--- config.mk ---
export PLATFORM = sky130hd
export DESIGN_NAME = tws_slave
export DESIGN_NICKNAME = d
export VERILOG_FILES = /design/src/tws_sync.v /design/src/tws_slave.v
export VERILOG_INCLUDE_DIRS = /design/src
export SDC_FILE = /design/constraint.sdc
export NUM_CORES = 1
export LEC_CHECK = 0
export BUFFER_PORTS_ARGS = -buffer_cell sky130_fd_sc_hd__clkbuf_2
export CAP_MARGIN = 20
export CORE_UTILIZATION = 50
export DETAILED_ROUTE_END_ITERATION = 7
export PLACE_DENSITY = 0.67
export SLEW_MARGIN = 30
export SYNTH_ARGS = -nofsm -noshare
export SYNTH_HDL_FRONTEND = slang
export SYNTH_SLANG_ARGS = --single-unit
--- constraint.sdc ---
create_clock -name ref_clk -period 2.7 [get_ports ref_clk]
set_input_delay 0.27 -clock ref_clk [delete_from_list [all_inputs] [get_ports ref_clk]]
set_output_delay 0.27 -clock ref_clk [all_outputs]
set_load 0.1 [all_outputs]
--- src/tws_map.vh ---
/*
 * register offsets, field positions, reset values and timing counts of the
 * two-wire slave flag block; assumes an 8-bit register port on ref_clk.
 */
`ifndef TWS_MAP_VH
`define TWS_MAP_VH

// ****************************************
// register offsets
// ****************************************
`define TWS_ADDR_CTRL     4'h0
`define TWS_ADDR_STATUS   4'h1
`define TWS_ADDR_CMD      4'h2
`define TWS_ADDR_IRQ_STAT 4'h3
`define TWS_ADDR_IRQ_CLR  4'h4
`define TWS_ADDR_IRQ_EN   4'h5
`define TWS_ADDR_DATA     4'h6
`define TWS_ADDR_OWNADDR  4'h7

// ****************************************
// control fields
// ****************************************
`define TWS_CTRL_EN       0
`define TWS_CTRL_TOEN     1
`define TWS_CTRL_RESET    8'h00

// ****************************************
// status fields
// ****************************************
`define TWS_ST_ADDRESS_STOP_IRQ_FLAG       0
`define TWS_ST_DIF        1
`define TWS_ST_COLL       2
`define TWS_ST_HOLD       3
`define TWS_ST_BUS_LO     4
`define TWS_ST_AP         6
`define TWS_ST_DIR        7

// ****************************************
// bus condition encodings
// ****************************************
`define TWS_BUS_UNKNOWN   2'h0
`define TWS_BUS_IDLE      2'h1
`define TWS_BUS_BUSY      2'h3

// ****************************************
// interrupt event bits
// ****************************************
`define TWS_EV_ADDR       0
`define TWS_EV_STOP       1
`define TWS_EV_DATA       2
`define TWS_EV_COLL       3
`define TWS_EV_TOUT       4
`define TWS_EV_DROP       5
`define TWS_EV_W          6

// ****************************************
// commands and timing
// ****************************************
`define TWS_CMD_NONE      2'h0
`define TWS_CMD_COMPLETE  2'h3
`define TWS_CMD_RESPOND   2'h2
`define TWS_TIMEOUT_US    100
`define TWS_CLK_MHZ       50
`define TWS_TIMEOUT_CYC   (`TWS_TIMEOUT_US * `TWS_CLK_MHZ)

`endif

--- src/tws_sync.v ---
/*
 * two-flop synchroniser for one level from outside ref_clk;
 * assumes the input is a pin level.
 */
`timescale 1ns/1ns
module tws_sync (
	input  wire ref_clk,
	input  wire resetn,
	input  wire asyncIn,
	output wire syncOut
);
	reg metaQ;
	reg syncQ;

	// ****************************************
	// two stages, idle high
	// ****************************************
	always @(posedge ref_clk) begin
		if (!resetn) begin
			metaQ <= 1'b1;
			syncQ <= 1'b1;
		end else begin
			metaQ <= asyncIn;
			syncQ <= metaQ;
		end
	end

	assign syncOut = syncQ;
endmodule

--- src/tws_slave.v ---
/*
 * two-wire slave: start/stop detection, address match, byte shift,
 * flag and clock-hold behaviour, register port and interrupt.
 * assumes scl/sda pins arrive asynchronously; open-drain outputs via enable.
 */
`timescale 1ns/1ns
`include "tws_map.vh"
module tws_slave #(
	parameter TIMEOUT_CYC = `TWS_TIMEOUT_CYC
) (
	input  wire       ref_clk,
	input  wire       resetn,
	input  wire [3:0] regAddr,
	input  wire [7:0] regWrData,
	input  wire       regWr,
	input  wire       regRd,
	output reg  [7:0] regRdData,
	input  wire       sclIn,
	input  wire       sdaIn,
	output reg        sclOe_n,
	output reg        sdaOe_n,
	output reg        irq
);
	localparam ST_IDLE = 3'h0;
	localparam ST_ADDR = 3'h1;
	localparam ST_AACK = 3'h2;
	localparam ST_DATA = 3'h3;
	localparam ST_DACK = 3'h4;
	localparam ST_WAIT = 3'h5;

	wire       scl;
	wire       sda;
	reg        sclPrev_q;
	reg        sdaPrev_q;
	reg  [2:0] state_q;
	reg  [7:0] ctrl_q;
	reg  [6:0] ownAddr_q;
	reg  [7:0] shift_q;
	reg  [7:0] txData_q;
	reg  [7:0] rxData_q;
	reg  [3:0] bitCnt_q;
	reg        address_stop_irq_flag_q;
	reg        ap_q;
	reg        dif_q;
	reg        difClr_q;
	reg        coll_q;
	reg        hold_q;
	reg        dir_q;
	reg        ackOut_q;
	reg  [1:0] busCond_q;
	reg  [`TWS_EV_W-1:0] evStat_q;
	reg  [`TWS_EV_W-1:0] evEn_q;
	reg  [31:0] toCnt_q;

	tws_sync uSyncScl (.ref_clk(ref_clk), .resetn(resetn), .asyncIn(sclIn), .syncOut(scl));
	tws_sync uSyncSda (.ref_clk(ref_clk), .resetn(resetn), .asyncIn(sdaIn), .syncOut(sda));

	function isWrite;
		input [3:0] a;
		input [3:0] which;
		begin
			isWrite = regWr && (a == which);
		end
	endfunction

	// ****************************************
	// bus events
	// ****************************************
	wire enabled   = ctrl_q[`TWS_CTRL_EN];
	wire sclRise   = scl && !sclPrev_q;
	wire sclFall   = !scl && sclPrev_q;
	wire startDet  = scl && sclPrev_q && sdaPrev_q && !sda;
	wire stopDet   = scl && sclPrev_q && !sdaPrev_q && sda;
	wire toHit     = ctrl_q[`TWS_CTRL_TOEN] && (toCnt_q >= TIMEOUT_CYC - 1);
	wire repStart  = startDet && (busCond_q == `TWS_BUS_BUSY);
	wire dropStart = startDet && toHit;
	wire addrMatch = (state_q == ST_ADDR) && sclRise && (bitCnt_q == 4'h7)
		&& (shift_q[6:0] == ownAddr_q);
	wire apifClr   = isWrite(regAddr, `TWS_ADDR_STATUS) && regWrData[`TWS_ST_ADDRESS_STOP_IRQ_FLAG];
	wire cmdWr     = isWrite(regAddr, `TWS_ADDR_CMD);
	wire cmdDone   = cmdWr && (regWrData[1:0] == `TWS_CMD_COMPLETE);
	wire cmdResp   = cmdWr && (regWrData[1:0] == `TWS_CMD_RESPOND);
	wire byteDone  = (state_q == ST_DATA) && sclFall && (bitCnt_q == 4'h8);
	wire addrSet   = addrMatch && enabled;
	wire stopSet   = stopDet && (state_q != ST_IDLE);
	wire [`TWS_EV_W-1:0] evNow;

	assign evNow = {dropStart, toHit && busCond_q == `TWS_BUS_BUSY,
		coll_q && cmdResp, byteDone, stopSet, addrSet};

	// ****************************************
	// slave sequencing
	// ****************************************
	always @(posedge ref_clk) begin
		if (!resetn) begin
			state_q   <= ST_IDLE;
			shift_q   <= 8'h00;
			rxData_q  <= 8'h00;
			bitCnt_q  <= 4'h0;
			dir_q     <= 1'b0;
			ackOut_q  <= 1'b0;
			busCond_q <= `TWS_BUS_UNKNOWN;
			toCnt_q   <= 32'h0;
			sclPrev_q <= 1'b1;
			sdaPrev_q <= 1'b1;
		end else begin
			sclPrev_q <= scl;
			sdaPrev_q <= sda;
			toCnt_q   <= (startDet || stopDet || sclFall || toHit) ? 32'h0 : toCnt_q + 32'h1;
			if (stopDet || toHit)
				busCond_q <= `TWS_BUS_IDLE;
			else if (startDet)
				busCond_q <= `TWS_BUS_BUSY;
			if (!enabled || stopDet || dropStart || toHit) begin
				state_q  <= ST_IDLE;
				ackOut_q <= 1'b0;
			end else if (startDet) begin
				state_q  <= ST_ADDR;
				bitCnt_q <= 4'h0;
				ackOut_q <= 1'b0;
			end else begin
				case (state_q)
				ST_ADDR: if (sclRise) begin
					shift_q  <= {shift_q[6:0], sda};
					bitCnt_q <= bitCnt_q + 4'h1;
					if (bitCnt_q == 4'h7) begin
						dir_q   <= sda;
						state_q <= (shift_q[6:0] == ownAddr_q) ? ST_WAIT : ST_IDLE;
					end
				end
				ST_WAIT: begin
					// ack goes out while scl is low, before scl is let go
					if (!scl)
						ackOut_q <= 1'b1;
					if (!hold_q && ackOut_q)
						state_q <= ST_AACK;
				end
				ST_AACK: if (sclFall) begin
					ackOut_q <= dir_q ? !txData_q[7] : 1'b0;
					shift_q  <= txData_q;
					bitCnt_q <= 4'h0;
					state_q  <= ST_DATA;
				end
				ST_DATA: begin
					if (sclRise) begin
						shift_q  <= {shift_q[6:0], sda};
						bitCnt_q <= bitCnt_q + 4'h1;
					end
					if (sclFall && dir_q && bitCnt_q < 4'h7)
						ackOut_q <= !shift_q[7];
					if (byteDone) begin
						ackOut_q <= 1'b0;
						rxData_q <= shift_q;
						state_q  <= ST_DACK;
					end
				end
				ST_DACK: begin
					ackOut_q <= !dir_q;
					if (!hold_q)
						state_q <= ST_AACK;
				end
				default: state_q <= ST_IDLE;
				endcase
			end
		end
	end

	// ****************************************
	// flags and clock hold
	// ****************************************
	always @(posedge ref_clk) begin
		if (!resetn) begin
			address_stop_irq_flag_q   <= 1'b0;
			ap_q     <= 1'b0;
			dif_q    <= 1'b0;
			difClr_q <= 1'b0;
			coll_q   <= 1'b0;
			hold_q   <= 1'b0;
		end else begin
			if (addrSet || stopSet) begin
				address_stop_irq_flag_q <= 1'b1;
				ap_q   <= addrSet;
			end else if (apifClr)
				address_stop_irq_flag_q <= 1'b0;
			if (addrSet)
				hold_q <= 1'b1;
			else if (apifClr || byteDone == 1'b0 && difClr_q)
				hold_q <= 1'b0;
			else if (byteDone)
				hold_q <= 1'b1;
			difClr_q <= cmdDone;
			if (byteDone)
				dif_q <= 1'b1;
			else if (difClr_q)
				dif_q <= 1'b0;
			if (cmdResp && state_q != ST_DATA && busCond_q == `TWS_BUS_BUSY && dir_q)
				coll_q <= 1'b1;
			else if (startDet && !repStart)
				coll_q <= 1'b0;
			else if (isWrite(regAddr, `TWS_ADDR_STATUS) && regWrData[`TWS_ST_COLL])
				coll_q <= 1'b0;
		end
	end

	// ****************************************
	// register port and interrupt
	// ****************************************
	always @(posedge ref_clk) begin
		if (!resetn) begin
			ctrl_q    <= `TWS_CTRL_RESET;
			ownAddr_q <= 7'h00;
			txData_q  <= 8'h00;
			evStat_q  <= {`TWS_EV_W{1'b0}};
			evEn_q    <= {`TWS_EV_W{1'b0}};
			regRdData <= 8'h00;
			irq       <= 1'b0;
			sclOe_n   <= 1'b1;
			sdaOe_n   <= 1'b1;
		end else begin
			if (isWrite(regAddr, `TWS_ADDR_CTRL))
				ctrl_q <= regWrData;
			if (isWrite(regAddr, `TWS_ADDR_OWNADDR))
				ownAddr_q <= regWrData[6:0];
			if (isWrite(regAddr, `TWS_ADDR_DATA))
				txData_q <= regWrData;
			if (isWrite(regAddr, `TWS_ADDR_IRQ_EN))
				evEn_q <= regWrData[`TWS_EV_W-1:0];
			evStat_q <= evNow | (evStat_q & ~({`TWS_EV_W{isWrite(regAddr,
				`TWS_ADDR_IRQ_CLR)}} & regWrData[`TWS_EV_W-1:0]));
			irq <= |(evStat_q & evEn_q);
			// scl stays low until the ack level is on sda
			sclOe_n <= !(hold_q || (state_q == ST_WAIT && !ackOut_q)
				|| (state_q == ST_DACK && ackOut_q == dir_q));
			sdaOe_n <= !ackOut_q;
			regRdData <= 8'h00;
			if (regRd) begin
				case (regAddr)
				`TWS_ADDR_CTRL:     regRdData <= ctrl_q;
				`TWS_ADDR_STATUS:   regRdData <= {dir_q, ap_q, busCond_q, hold_q,
					coll_q, dif_q, address_stop_irq_flag_q};
				`TWS_ADDR_IRQ_STAT: regRdData <= {2'h0, evStat_q};
				`TWS_ADDR_IRQ_EN:   regRdData <= {2'h0, evEn_q};
				`TWS_ADDR_DATA:     regRdData <= rxData_q;
				`TWS_ADDR_OWNADDR:  regRdData <= {1'b0, ownAddr_q};
				default:            regRdData <= 8'h00;
				endcase
			end
		end
	end
endmodule

==> impl_metrics.json <==
{
  "yosys.area.top_type": "dfxtp_1",
  "power.total_mw": 3.80,
  "synth_ff_type": "dfxtp_1",
  "synth_mux_area_frac": 0.0615,
  "yosys.area_share.simple": 0.244,
  "io_buffers": 28,
  "cts_setup_buffers": 0,
  "hp-start": "regWrData[5]",
  "dp_hpwl_microns": 9360,
  "design_area_sq_um": 6170,
  "start_kind": "flip-flop",
  "synth_compound_area_frac": 0.149,
  "postPlaceCellArea_sq_um": 5640,
  "tightest_slew_ns": 0.726,
  "num-fill-cells": 949,
  "cts_tree": "done",
  "p_seq_frac": 0.463,
  "core_region_area_sq_um": 10400,
  "die-area_sq_um": 11200,
  "synth.distinct_cells": 56,
  "antennaDiodeCount": 0,
  "async_flop_share": 0,
  "startpoint": "toCnt_q[5]",
  "switching_share": 0.220,
  "die_y_microns": 106,
  "rsz0062_at_grt": "no",
  "drt_wl_total_microns": 13300,
  "cap_violations": 0,
  "finalSetupTns_ns": 0,
  "relSlewSlack": 0.511,
  "synth-edff-count": 0,
  "grt_max_degree": 33,
  "period_share": 0.858,
  "cts.path.max_buffers": 2,
  "drtIter0Drc": 238,
  "powerDensity_nw_per_um2": 615,
  "syn_area_sq_um": 5370,
  "cts_resized": 0,
  "yosysWarnings": 0,
  "syn_area_per_cell_sq_um": 8.48,
  "r2r-start": "toCnt_q[5]",
  "io_pins": 29,
  "synth_top_area_frac": 0.436,
  "cts-root-buf": "clkbuf_8",
  "drv_slew": 0,
  "p_clk_frac": 0.498,
  "die_width_microns": 106,
  "clk_pin_slew_ns": 0.05,
  "crit_fanout": 32,
  "groute.usage.overall": 0.255,
  "path_class": "flip-flop to flip-flop",
  "internal_power_mw": 2.96,
  "ant_nets": 0,
  "grt_pass1_wl_microns": 22000,
  "drt-vias-per-instance": 5.75,
  "period_minus_slack_ns": 2.32,
  "fin_nets": 686,
  "cp-end-kind": "flip-flop",
  "antenna_found_initial": 0,
  "final_layout_size_suffix_gt1_frac": 0.111,
  "pwr-share-comb": 0.039,
  "clock-sinks": 117,
  "wire_per_inst_microns": 16.4,
  "ys_seq_area_frac": 0.436,
  "synth_adder_area_share": 0.00932,
  "grt_overflow": 0,
  "synthTopCellsByArea": "dfxtp_1 44%, mux2i_1 6.2%, nand2_1 5.4%, nor2_1 5.3%, a21oi_1 4.7%",
  "h-tree-depth": 4,
  "syn_inst": 633,
  "setup_violations": 0,
  "cp.arrival_ns": 2.77,
  "vdd_ir_drop_max_uv": 357,
  "drc_errors": 0,
  "cts_made_buffers": 17,
  "skew_ns": 0.00742,
  "synthXorXnorAreaFrac": 0.0653,
  "synth-seq-cells": 117,
  "clk_latency_ns": 0.52,
  "final_hold_viol_count": 0,
  "synth_top_family_by_area": "simple AND/OR/NAND/NOR gates",
  "vias": 4661,
  "power_leakage_nw": 2.18,
  "initial_utilization": 0.518,
  "area_growth_pct": 15.0,
  "dr.pass1.iters": 5,
  "routabilityCongestion": 0.885,
  "required_ns": 3.15,
  "grt_pass1_vias": 4451,
  "status": "finished, final reports clean",
  "hp-class": "input port to flip-flop",
  "max_freq_mhz": 432,
  "power_switching_mw": 0.834,
  "synthesis.nets": 655,
  "row_count": 37
}
[power by group through the flow]
stage               clock network [mW]  registers (mW)  logic [mW]
global placement                     0            1.79       0.139
finish                            1.89            1.76       0.148
global route                      2.00            1.76       0.164
detailed placement                   0            1.79       0.142
CTS                               1.92            1.76       0.147
floorplan                            0            1.79      0.0957
[cell families after synthesis]
kind of cell             Yosys count
buffers and inverters             45
XOR/XNOR                          40
AO/OA/AOI/OAI                    123
flip-flops                       117
multiplexers                      33
AND/OR/NAND/NOR                  271
adder cells (fa/ha/maj)            4
[final timing paths]
path,endpoint,slack (ns),cells after the start
setup / recovery,toCnt_q[16],0.38,7
setup reg to reg,toCnt_q[16],0.38,7
hold / removal,evEn_q[5],0.08,3
hold reg to reg,uSyncSda.syncOut,0.41,1
[critical path, cell delays in order, from the launching register on]
cell and delay [ns]:
dfxtp_1 0.35, or4_1 0.52, o2111a_1 0.28, o31ai_4 0.29, buf_4 0.25, nand4b_1 0.15
buf_4 0.27, nor2_1 0.13
[repair_timing]
| action | CTS | global route |
|---|---|---|
| hold buffers | 4 | 0 |
| endpoints found under the setup margin | 0 | 0 |
| hold endpoints to repair | 6 | 0 |
[flip-flops by register name, summed over array words and instances, names as in the netlist, 7 cells and up]
register   cells
toCnt_q       32
ctrl_q         8
regRdData      8
rxData_q       8
shift_q        8
txData_q       8
ownAddr_q      7
[cells in the final DEF, fill, tap and decap left out, types with 16 or more instances in the layout]
master       n
mux2i_1     33
a21oi_1     50
nand3_1     27
clkbuf_2    28
dfxtp_1    117
xnor2_1     21
o21ai_0     20
xor2_1      19
nand2_1     77
clkbuf_16   16
nor2_1      76
[routing by layer]
layer | GRT usage | wire (microns)
met1 | 0.306 | 5770
met2 | 0.419 | 6350
met3 | 0.0637 | 775
met4 | 0.140 | 429
met5 | 0 | 0
[cell usage after synthesis (3+ instances only)]
cell type  instances
nor4_1            13
xnor2_1           21
nand4b_1           4
a41o_1             3
a221oi_1           6
nor3b_1            3
a211oi_1          10
ha_1               4
nand4_1           13
a22o_1             6
buf_2              7
nor2_1            76
a21oi_1           50
clkbuf_1          21
a22oi_1            4
nand3_1           27
o21ai_0           20
nor2b_1            3
nand3b_1           3
nand2_1           77
buf_1              3
dfxtp_1          117
nor3_1            14
nand2b_1          14
mux2i_1           33
and2_1             3
inv_1             11
and3_1             8
a31oi_1            5
xor2_1            19
[final cells by class]
| class | count | area [sq um] | area share |
|---|---|---|---|
| Multi-Input combinational cell | 471 | 2840 | 0.460 |
| Clock inverter | 5 | 27.5 | 0.00446 |
| Inverter | 12 | 45.0 | 0.00729 |
| Tap cell | 136 | 170 | 0.0276 |
| Clock buffer | 24 | 470 | 0.0762 |
| Timing Repair Buffer | 45 | 278 | 0.0450 |
| Sequential cell | 117 | 2340 | 0.379 |
[metrics by stage]
stage | utilization | worst slack, ns | hold slack, ns | instances
finish | 0.595 | 0.383 | 0.0761 | 810
global route | 0.595 | 0.220 | 0.0636 | 810
CTS | 0.595 | 0.380 | 0.0601 | 810
detailed placement | 0.544 | 0.411 | 0.398 | 777
global placement | 0.544 | 0.503 | 0.388 | 777
floorplan | - | 0.793 | 0.371 | 633
(Power assumes the default switching activity.)
